**config.mk**
```make
export PLATFORM = sky130hd
export DESIGN_NAME = dsmul_step
export DESIGN_NICKNAME = d
export VERILOG_FILES = /design/src/dsmul_pkg.sv /design/src/dsmul_step.sv
export VERILOG_INCLUDE_DIRS = /design/src /design/src/src
export SDC_FILE = /design/constraint.sdc
export NUM_CORES = 1
export LEC_CHECK = 0
export BUFFER_PORTS_ARGS = -buffer_cell sky130_fd_sc_hd__buf_2
export CORE_AREA = 2 2 184 186
export DETAILED_ROUTE_END_ITERATION = 8
export DIE_AREA = 0 0 186 188
export SLEW_MARGIN = 20
export SYNTH_ARGS = -nofsm -noshare
export SYNTH_HDL_FRONTEND = slang
export SYNTH_SLANG_ARGS = --single-unit
```
**constraint.sdc**
```tcl
create_clock -name clk_sys -period 3.9 [get_ports clk_sys]
set_input_delay 0.585 -clock clk_sys [delete_from_list [all_inputs] [get_ports clk_sys]]
set_output_delay 0.585 -clock clk_sys [all_outputs]
set_load 0.01 [all_outputs]
```
**src/dsmul_consts.svh**
```systemverilog
`ifndef DSMUL_CONSTS_SVH
`define DSMUL_CONSTS_SVH
// Accumulator width and derived cell geometry
`define DSMUL_W        32
`define DSMUL_MSB      31
// Instruction size of the no-operation, in bytes
`define DSMUL_NOP_BYTES 1
// Default depth of the RAM-address stack
`define DSMUL_STK_DEPTH 8
// Largest stack depth the pointer logic is sized for
`define DSMUL_STK_MAX  64
// Width of the RAM address pointer
`define DSMUL_RAD_W    7
// Reset values
`define DSMUL_ACC_RST  32'h0000_0000
`define DSMUL_RAD_RST  7'h00
`endif

```
**src/dsmul_pkg.sv**
```systemverilog
package dsmul_pkg;
  // Operation selected for one execution slot
  typedef enum logic [4:0] {
    DSMUL_OP_IDLE = 5'h01,
    DSMUL_OP_MUL  = 5'h02,
    DSMUL_OP_NOP  = 5'h04,
    DSMUL_OP_PUSH = 5'h08,
    DSMUL_OP_POP  = 5'h10
  } dsmul_op_e;

  // Three accumulators seen by the multiply step
  typedef struct packed {
    logic [31:0] hi;
    logic [31:0] lo;
    logic [31:0] mcand;
  } dsmul_acc_s;

  // One issued instruction slot
  typedef struct packed {
    logic        valid;
    dsmul_op_e   op;
    logic        load;
    dsmul_acc_s  load_val;
    logic [6:0]  rad_new;
  } dsmul_cmd_s;
endpackage : dsmul_pkg

```
**src/dsmul_step.sv**
```systemverilog
`timescale 1ns/1ps
`include "dsmul_consts.svh"
module dsmul_step #(
  parameter int STK_DEPTH = `DSMUL_STK_DEPTH
) (
  input  wire logic                clk_sys,
  input  wire logic                rstn,
  input  wire dsmul_pkg::dsmul_cmd_s cmd,
  output logic                     done_q,
  output dsmul_pkg::dsmul_acc_s    acc_q,
  output logic [`DSMUL_RAD_W-1:0]  rad_q,
  output logic                     stk_empty_q
);

  // Elaboration check: an empty stack or one wider than the pointer range cannot be served
  if (STK_DEPTH < 1 || STK_DEPTH > `DSMUL_STK_MAX) begin : g_bad_depth
    $error("STK_DEPTH out of range");
  end

  localparam int SPW = $clog2(STK_DEPTH + 1);

  typedef struct packed {
    logic                               done;
    dsmul_pkg::dsmul_acc_s              acc;
    logic [`DSMUL_RAD_W-1:0]            rad;
    logic [SPW-1:0]                     sp;
    logic [STK_DEPTH-1:0][`DSMUL_RAD_W-1:0] stk;
  } dsmul_state_s;

  dsmul_state_s st_q;
  dsmul_state_s st_d;

  // One partial-product iteration over the 64-bit pair
  function automatic dsmul_pkg::dsmul_acc_s mul_step(input dsmul_pkg::dsmul_acc_s a);
    logic [`DSMUL_W:0] sum;
    dsmul_pkg::dsmul_acc_s r;
    sum = {1'b0, a.hi} + ({1'b0, a.mcand} & {(`DSMUL_W+1){a.lo[0]}});
    r = a;
    r.hi = {1'b0, sum[`DSMUL_MSB:1]};
    // Low cell takes sum bit 0
    r.lo = {sum[0], a.lo[`DSMUL_MSB:1]};
    r.mcand = a.mcand;
    return r;
  endfunction : mul_step

  // Next-state: one operation per slot, applied after any load of the cells in the same slot
  always_comb begin
    st_d      = st_q;
    st_d.done = 1'b0;
    if (cmd.valid) begin
      st_d.done = 1'b1;
      if (cmd.load) begin
        st_d.acc = cmd.load_val; // Program loads / clears cells
      end
      case (cmd.op)
        dsmul_pkg::DSMUL_OP_MUL: begin
          // Truncated runs leave the product shifted left by 32 minus the step count
          // Works on the loaded cells when a load shares the slot
          st_d.acc = mul_step(st_d.acc);
        end
        dsmul_pkg::DSMUL_OP_NOP: begin
          // Only done is raised
          // A load in the same slot still applies; the op itself touches nothing
          st_d.done = 1'b1;
        end
        dsmul_pkg::DSMUL_OP_PUSH: begin
          // Save current pointer; a full stack drops the oldest entry
          if (st_q.sp == SPW'(STK_DEPTH)) begin
            st_d.stk = st_q.stk >> `DSMUL_RAD_W;
            st_d.stk[STK_DEPTH-1] = st_q.rad;
          end else begin
            st_d.stk[st_q.sp] = st_q.rad;
            st_d.sp = st_q.sp + SPW'(1);
          end
          st_d.rad = cmd.rad_new;
        end
        dsmul_pkg::DSMUL_OP_POP: begin
          if (st_q.sp != '0) begin
            st_d.rad = st_q.stk[st_q.sp - SPW'(1)];
            st_d.sp  = st_q.sp - SPW'(1);
          end
        end
        default: begin
          st_d.done = 1'b0;
        end
      endcase
    end
  end

  // State register
  always_ff @(posedge clk_sys or negedge rstn) begin
    if (!rstn) begin
      st_q <= '0;
    end else begin
      st_q <= st_d;
    end
  end

  // Registered outputs, loaded from next state on the same edge as the state register
  always_ff @(posedge clk_sys or negedge rstn) begin
    if (!rstn) begin
      done_q      <= 1'b0;
      acc_q       <= '0;
      rad_q       <= `DSMUL_RAD_RST;
      stk_empty_q <= 1'b1;
    end else begin
      done_q      <= st_d.done;
      acc_q       <= st_d.acc;
      rad_q       <= st_d.rad;
      stk_empty_q <= (st_d.sp == '0);
    end
  end

endmodule : dsmul_step

```
# Word level (Yosys, flattened, before mapping)
# Cells that the tools add are included.
# W data, S select, Z words.
[totals] elab_cells=50 register_bits=165 inputBits=112 output_inout_bits=105
[classes] reduce_logical=7 bitwise_logic=1 order_cmp=3 addsub=3 muxes=15 n_eq_ne=6
[ops] operator="$mux W96" count=3
[ops] operator="$mux W164" count=1
[ops] operator="$mux W56" count=2
[ops] operator="$bwmux W56" count=1
[ops] operator="$add A32 B32 Y32" count=1
[ops] operator="$and A32 B32 Y32" count=1
[ops] operator="$pmux W11 S2" count=1
[ops] operator="$bmux W7 S3" count=1
[ops] operator="$demux W7 S3" count=1
[ops] operator="$mux W7" count=2
[ops] operator="$mux W11" count=1
[ops] operator="$lt A4 B4 Y1 const B" count=2
[ops] operator="$eq A5 B2 Y1 const B" count=1
[ops] operator="$eq A5 B3 Y1 const B" count=1
[ops] operator="$eq A5 B4 Y1 const B" count=1
[ops] operator="$eq A5 B5 Y1 const B" count=1
[ops] operator="$add A4 B1 Y4 const B" count=1
[ops] operator="$eq A4 B4 Y1 const B" count=1
[ops] operator="$ge A4 B1 Y1 const B" count=1
[ops] operator="$logic_not A4 Y1" count=1
[ops] operator="$mux W4" count=1
[ops] operator="$reduce_bool A4 Y1" count=1
[ops] operator="$reduce_or A4 Y1" count=1
[ops] operator="$sub A4 B1 Y4 const B" count=1
[ops] operator="other kinds (6)" count=6

# Depth between registers and ports, before layout
# Gate-level depths: netlist (run 1).
[logic_depth] word_depth=9 ltp_mapped=17 mapped_depth_nobuf=13

# Least setup slack after synthesis (run 1)
# No wires, ideal clock.
[synth_timing] path_kind="input-to-reg" start="input port cmd[103] (netlist bit)" end="register acc_q[81] (netlist bit)" setup_ps=137 setup_slack_ps=-6 arrival_time_ps=3769 stages=16 n_path_buf=4 required_ps=3763 path_cell_list="clkbuf_1 -> buf_2 -> buf_2 -> buf_1 -> mux2i_1 -> nor2_1 -> ha_1 -> a21o_1 -> a21o_1 -> a221oi_2 -> a2111oi_2 -> o21ai_2 -> a21oi_1 -> or3_1 -> a31oi_1 -> a21oi_1"
[synth_between] elab_chain_cells=5
[synth_lines] item="start, declared" line="dsmul_step.sv:8" text="input wire dsmul_pkg::dsmul_cmd_s cmd,"
[synth_lines] item="$mux W96 (*)" line="dsmul_step.sv:52" text="if (cmd.load) begin"
[synth_lines] item="$mux W96 (*)" line="dsmul_step.sv:50" text="if (cmd.valid) begin"
[synth_lines] item="$and A32 B32 Y32" line="dsmul_step.sv:37" text="sum = {1'b0, a.hi} + ({1'b0, a.mcand} & {(`DSMUL_W+1){a.lo[0]}});"
[synth_lines] item="$add A32 B32 Y32" line="dsmul_step.sv:37"
[synth_lines] item="$mux W96 (*)" line="dsmul_step.sv:55" text="case (cmd.op)"
[synth_lines] item="end signal, assigned" line="dsmul_step.sv:108" text="acc_q <= st_d.acc;"
[synth_lines] item="end, declared" line="dsmul_step.sv:10" text="output dsmul_pkg::dsmul_acc_s acc_q,"
# Every way passes the cells marked *; elsewhere a longest branch is shown, timed or not. The select of a mux whose other input is x is not followed.
# A chain may end at the register's enable or synchronous reset.

==> run metrics, run 1 <==
status finished clean; CTS Buf Count 17; Worst Path Buf+Inv 1; met3 wire length around 1.7 mm; Worst path depth 13; # resized after CTS 0; Post-synth EDFFs 0; initial antenna violation count 4; Netlist Area Pre-Place 11,450 sq um; Tcrit/Tclk final 0.8350; initial DRC count roughly 640; DR WL/cell 17.44 microns; htree depth 4; cells after synthesis 1,266; Tmin final around 3.3 ns; switching share of power 0.3669; Rel. slew slack 0.2774; crit-path cells mux2i_4 > buf_4 > nor2_1 > ha_1 > nand4_2 > nor3_2 > nand3_1 > a211oi_4 > o31ai_2 > a211oi_1 > a211o_1 > mux2i_1 > o21ai_1; peak supply drop about 310 uV; top layer in use met5; Setup TNS 0 ns; Congestion Overflow GR 0; Reg-to-Reg Start acc_q[32]$_DFFE_PN0P_; startpoint class of the critical path flop; Reg2Reg Depth 13; area grow syn2layout 12.76%; RSZ-0062 raised after global routing false; cell family with most CP delay compound AO/OA/AOI/OAI gates; Filler Cells Inserted between 3,000 and 4,000; Worst Max-Slew Pin Slew 1.075 ns; Root Buffer clkbuf_16; synthesized area per cell 9.044 sq um; Mapped Nets around 1,400; reg2reg end acc_q[92]$_DFFE_PN0P_; largest net degree at the start of global routing 97; asr flop ratio synth 1.000; combinational share of power 0.348; via count 9,471; cell internal pwr around 0.0037 W; port bufs about 220; Critical Path Max Stage Delay 0.50 ns; CTS tree built; clock share of power 0.292; DP Area 12,340 sq um; fin nets between 1,500 and 2,000; Worst Path Required 4.22 ns; clk buf depth 2; DRC Markers 0; arrival time at the worst endpoint approximately 3.6 ns; Main synth FF type dfrtp_1; Max-Cap Viols 0; Site Rows 67; Yosys reg bits between 150 and 200; DR WL met2 15.27 mm; core box area about 33,000 sq um; Final Skew roughly 0.018 ns; DR pass1 iterations 5; LEAKAGE around 6.0 nW; crit-path max FO 17; io pins roughly 220; hold buffers post-CTS 0; setup bufs post-CTS 0; worst reg-to-reg setup slack roughly 0.64 ns; Skew-Pair Late Insertion Delay approximately 0.45 ns; GPL Wtd Cong 0.8509; Yosys warning total 0; Die W 186 microns; final number of max-transition violations 0; Slowest cell on crit path dfrtp_1; share of layout cells above drive strength 1 0.2929; NetSw ~0.0021 W; Die ar. 34,970 sq um; critical path class flop to flop; initial core utilization 0.3458; Reg clk slew, reported paths about 0.07 ns; DP HPWL 23.10 mm; Design Area, Final 12,910 sq um; final hold vios 0; gr usage total 0.1833; PD cells ~450 nW/um^2; Die H approximately 190 microns; endpoints failing setup 0; Max Clk Rate 307.1 MHz; M1 WL 14.27 mm; CTS sink count 165; Netlist cell types 70; share of power burned in registers 0.360; worst hold path type primary input to async pin; crit end category flop; sequential area share after synthesis 0.3607; number of global-route vias before repair 9,246; ANT nets after route 0; first-pass GRT wire length about 50 mm; vias per cell roughly 5.2; final wirelength between 30 and 40 mm
## cell type report
class / count / area, sq um / area share
inverters: 44 / 165.2 / 0.01279
clock inverters: 13 / 125.1 / 0.009691
well taps: 448 / 560.5 / 0.04342
clock buffers: 19 / 442.9 / 0.03431
multi-input cells: 877 / 6100 / 0.4724
flip-flops and latches: 165 / 4130 / 0.3199
diodes: 3 / 7.507 / 0.0005815
repair buffers: 251 / 1380 / 0.1069
## cell usage in the layout, fill, tap and decap left out, types with 35 or more instances in the layout
| cell type | count |
|---|---|
| nand3_1 | 40 |
| a21oi_1 | 77 |
| nand2_1 | 141 |
| mux2i_1 | 76 |
| buf_4 | 35 |
| mux2_2 | 73 |
| inv_1 | 44 |
| nor2_1 | 107 |
| o21ai_0 | 92 |
| dfrtp_1 | 164 |
| a22oi_1 | 36 |
| buf_2 | 213 |
## cell families (layout without fill, tap and decap cells)
kind of cell | count (synthesis) | count (layout) | synth area share
flops | 165 | 165 | 0.3607
simple gates | 340 | 340 | 0.1308
mux | 164 | 164 | 0.1666
xor+xnor | 28 | 28 | 0.02142
compound gates | 310 | 310 | 0.1731
buf+inv | 224 | 327 | 0.1084
fa+ha+maj | 35 | 35 | 0.03890
other cells | 0 | 3 | 0
## metrics by stage
stage            util  setup WS, ns  instances  hold WS (ns)  total power (W)
3_5_place_dp   0.3725        0.2518       1785        0.4665         0.004169
3_3_place_gp   0.3725        0.2744       1785        0.4620         0.004141
5_1_grt        0.3898        0.3773       1818        0.2725         0.006171
6_report       0.3899        0.6437       1820        0.1837         0.005836
4_1_cts        0.3897        0.6482       1817        0.2730         0.005884
2_1_floorplan       -       0.04621       1266        0.2894         0.003689
## power groups by stage
stage          combinational, W  clock (W)  sequential, W
2_1_floorplan           0.00163          0        0.00206
3_3_place_gp            0.00201          0        0.00213
3_5_place_dp            0.00204          0        0.00213
4_1_cts                 0.00204    0.00174        0.00210
5_1_grt                 0.00224    0.00180        0.00214
6_report                0.00203    0.00170        0.00210
## metal layers
| metal | GRT usage | vias to the layer above |
|---|---|---|
| li1 | - | 4570 |
| met1 | 0.2438 | 4626 |
| met2 | 0.2968 | 246 |
| met3 | 0.03923 | 27 |
| met4 | 0.05694 | 2 |
| met5 | 0 | - |
## synth_stat cells, drive strengths merged (14+ instances only)
cell type,count,area (sq um)
dfrtp,164,4104
nand2,142,533.0
buf,124,865.8
nor2,107,401.6
o21ai,107,539.3
a21oi,82,429.2
mux2i,77,770.7
mux2,73,822.0
clkbuf,56,210.2
inv,44,165.2
nand3,40,200.2
a22oi,36,270.3
ha,34,425.4
xnor2,19,166.4
a21o,18,135.1
o22ai,15,93.84
mux4,14,315.3
## how the worst max path moves through the flow
stage,startpoint,endpoint,slack [ns]
floorplan,cmd[103],acc_q[81]$_DFFE_PN0P_,0.05
global placement,cmd[103],acc_q[92]$_DFFE_PN0P_,0.27
detailed placement,cmd[103],acc_q[92]$_DFFE_PN0P_,0.25
CTS,acc_q[32]$_DFFE_PN0P_,acc_q[92]$_DFFE_PN0P_,0.65
global route,acc_q[32]$_DFFE_PN0P_,acc_q[81]$_DFFE_PN0P_,0.38
finish,acc_q[32]$_DFFE_PN0P_,acc_q[92]$_DFFE_PN0P_,0.64
Power figures use the tool's default switching activity.
==> inputs of run 2 (changes only) <==
==> constraint.sdc (replaced) <==
create_clock -name clk_sys -period 2.7 [get_ports clk_sys]
set_input_delay 0.405 -clock clk_sys [delete_from_list [all_inputs] [get_ports clk_sys]]
set_output_delay 0.405 -clock clk_sys [all_outputs]
set_load 0.01 [all_outputs]
==> run 2 against run 1 <==
The run now ends with negative setup slack left. Wire length rose by 7.2%. Register-to-register slack got worse by 0.99 ns. Critical path type unchanged. Critical endpoint is now acc_q[81]$_DFFE_PN0P_. Die area did not move. Count of clock-buffer cells in the layout fell by 1. Clock skew fell by 0.0088 ns. First-iteration DRC count rose by 2.5%. Largest power group is now combinational logic. Sequential share of layout area fell by 3.2 points. Clock power rose by 53%. Worst setup slack got worse by 0.99 ns. Total power rose by 59%.
==> run metrics, run 2 (synthesized netlist as in run 1, its figures left out) <==
DP Area approximately 13,000 sq um; CTS sink count roughly 170; gr usage total 0.1943; area grow syn2layout 25.45%; vias per cell roughly 5.1; ANT nets after route 0; Congestion Overflow GR 0; Worst Max-Slew Pin Slew around 0.76 ns; Tcrit/Tclk final 1.130; worst hold path type primary input to flop; status finished, violations left; io pins between 200 and 250; Max-Cap Viols 0; crit end category flop; Hold EP done_q$_DFF_PN0_; CTS tree built; Skew-Pair Late Insertion Delay about 0.44 ns; port bufs approximately 220; PD cells about 650 nW/um^2; worst reg-to-reg setup slack -0.35 ns; Site Rows 67; fin nets about 1,600; final number of max-transition violations 0; Reg2Reg Depth 13; Inst Count DP roughly 1,900; number of global-route vias before repair around 10,000; initial core utilization 0.3458; CTS Buf Count 17; Die W between 150 and 200 microns; peak supply drop between 400 and 500 uV; Setup TNS -5.116 ns; WHS Path Cells 2; Hold WS around 0.17 ns; share of layout cells above drive strength 1 0.3822; DRC Markers 0; Die ar. roughly 35,000 sq um; Filler Cells Inserted ~3,200; Die H between 150 and 200 microns; Design Area, Final between 10,000 and 15,000 sq um; Root Buffer clkbuf_16; GPL Wtd Cong 0.8981; failing checks negative setup slack; LEAKAGE 6.820 nW; htree depth 4; final wirelength between 30 and 40 mm; via count 10,020; crit-path max FO 15; first-pass GRT wire length 53.74 mm; largest net degree at the start of global routing 98; RSZ-0062 raised after global routing true; initial antenna violation count 5; Final Skew roughly 0.009 ns; DP HPWL roughly 25 mm; FF+latch area a little over 4000 sq um; multi-input gate area in the final layout between 6000 and 7000 sq um; Rel. slew slack 0.4920; Min-Delay Startpoint cmd[104]; final hold vios 0; leading cell type in the layout, fill and taps excluded buf_2; Critical Path Start acc_q[32]$_DFFE_PN0P_; reg2reg end acc_q[81]$_DFFE_PN0P_; Tmin final slightly above 3 ns; Reg-to-Reg Start acc_q[32]$_DFFE_PN0P_; final non-filler cell total around 2,000; clk buf depth 2; initial DRC count between 600 and 700; DR pass1 iterations 5; Final Util 0.4338; startpoint class of the critical path flop; core box area around 33,000 sq um; arrival time at the worst endpoint 3.36 ns; critical path class flop to flop; setup ws final -0.3497 ns; Worst Path Required about 3.0 ns; Reg clk slew, reported paths approximately 0.070 ns; DR WL/cell ~17 microns; Max Clk Rate 327.9 MHz; commonest cells after routing, fill and taps aside buf_2 (213), dfrtp_1 (163), buf_4 (160), nand2_1 (139), nor2_1 (105); endpoints failing setup 22
==> run 2: cell types whose count changed in the layout (fill, tap and decap cells not counted), moves of 4 or more <==
cell	delta
inv_8	+4
o21ai_0	-6
buf_6	+4
a21oi_2	+7
ha_4	+5
a21oi_1	-8
ha_1	-7
clkinvlp_4	-4
buf_12	+8
buf_4	+125
==> run 2: how the worst max path moves through the flow <==
stage / end / slack, ns / cells past startpoint
global route: acc_q[92]$_DFFE_PN0P_ / -0.50 / 14
finish: acc_q[81]$_DFFE_PN0P_ / -0.35 / 13
detailed placement: acc_q[91]$_DFFE_PN0P_ / -0.63 / 14
global placement: acc_q[91]$_DFFE_PN0P_ / -0.52 / 14
floorplan: acc_q[81]$_DFFE_PN0P_ / -0.45 / 16
CTS: acc_q[94]$_DFFE_PN0P_ / -0.29 / 15
==> run 2: power by group <==
| part | switching (W) | total (W) | leakage (nW) | internal (W) |
|---|---|---|---|---|
| Combinational | 0.00191 | 0.00365 | 4.44 | 0.00174 |
| Sequential | 0.000254 | 0.00302 | 2.08 | 0.00277 |
| Clock | 0.00118 | 0.00260 | 0.300 | 0.00141 |
| Total | 0.00335 | 0.00927 | 6.82 | 0.00592 |
==> run 2: per-stage QoR <==
| step | setup slack (ns) | total power, W |
|---|---|---|
| after detailed placement | -0.6271 | 0.006453 |
| final | -0.3497 | 0.009268 |
| after CTS | -0.2926 | 0.009233 |
| after floorplan | -0.4465 | 0.005374 |
| after global routing | -0.4984 | 0.009826 |
| after global placement | -0.5250 | 0.006402 |
==> run 2: routing by layer <==
layer,part of all wire,global-route usage
met5,0,0
met4,0.019,0.05391
met3,0.053,0.04001
met2,0.47,0.3128
met1,0.46,0.2634
==> run 2: what timing repair did <==
action                                  4_1_cts  5_1_grt
endpoints found under the hold margin        48        0
hold buffers                                  1        0
pin swaps                                    10        7
endpoints found under the setup margin       23       25
resized for setup                            29       16
buffers inserted                             12        8
==> run 2: final cells by class <==
cell class | instances | share of cell area
clock inverter | 14 | 0.01211
clock buffer | 18 | 0.02988
antenna | 4 | 0.0006969
inverter | 44 | 0.01150
sequential | 165 | 0.2876
timing repair buffer | 389 | 0.1764
tap | 448 | 0.03902
multi-input combinational | 877 | 0.4428
==> run 2: critical path: stages, from the launching register on <==
cell and delay (ns):
dfrtp_2 0.46, mux2i_4 0.18, buf_12 0.16, buf_4 0.13, nor2_1 0.04, ha_1 0.35, a21o_1 0.18, a21oi_1 0.28
o21ai_0 0.15, o21ai_2 0.25, a21oi_1 0.13, or3_1 0.33, a31oi_1 0.18, a21oi_1 0.10
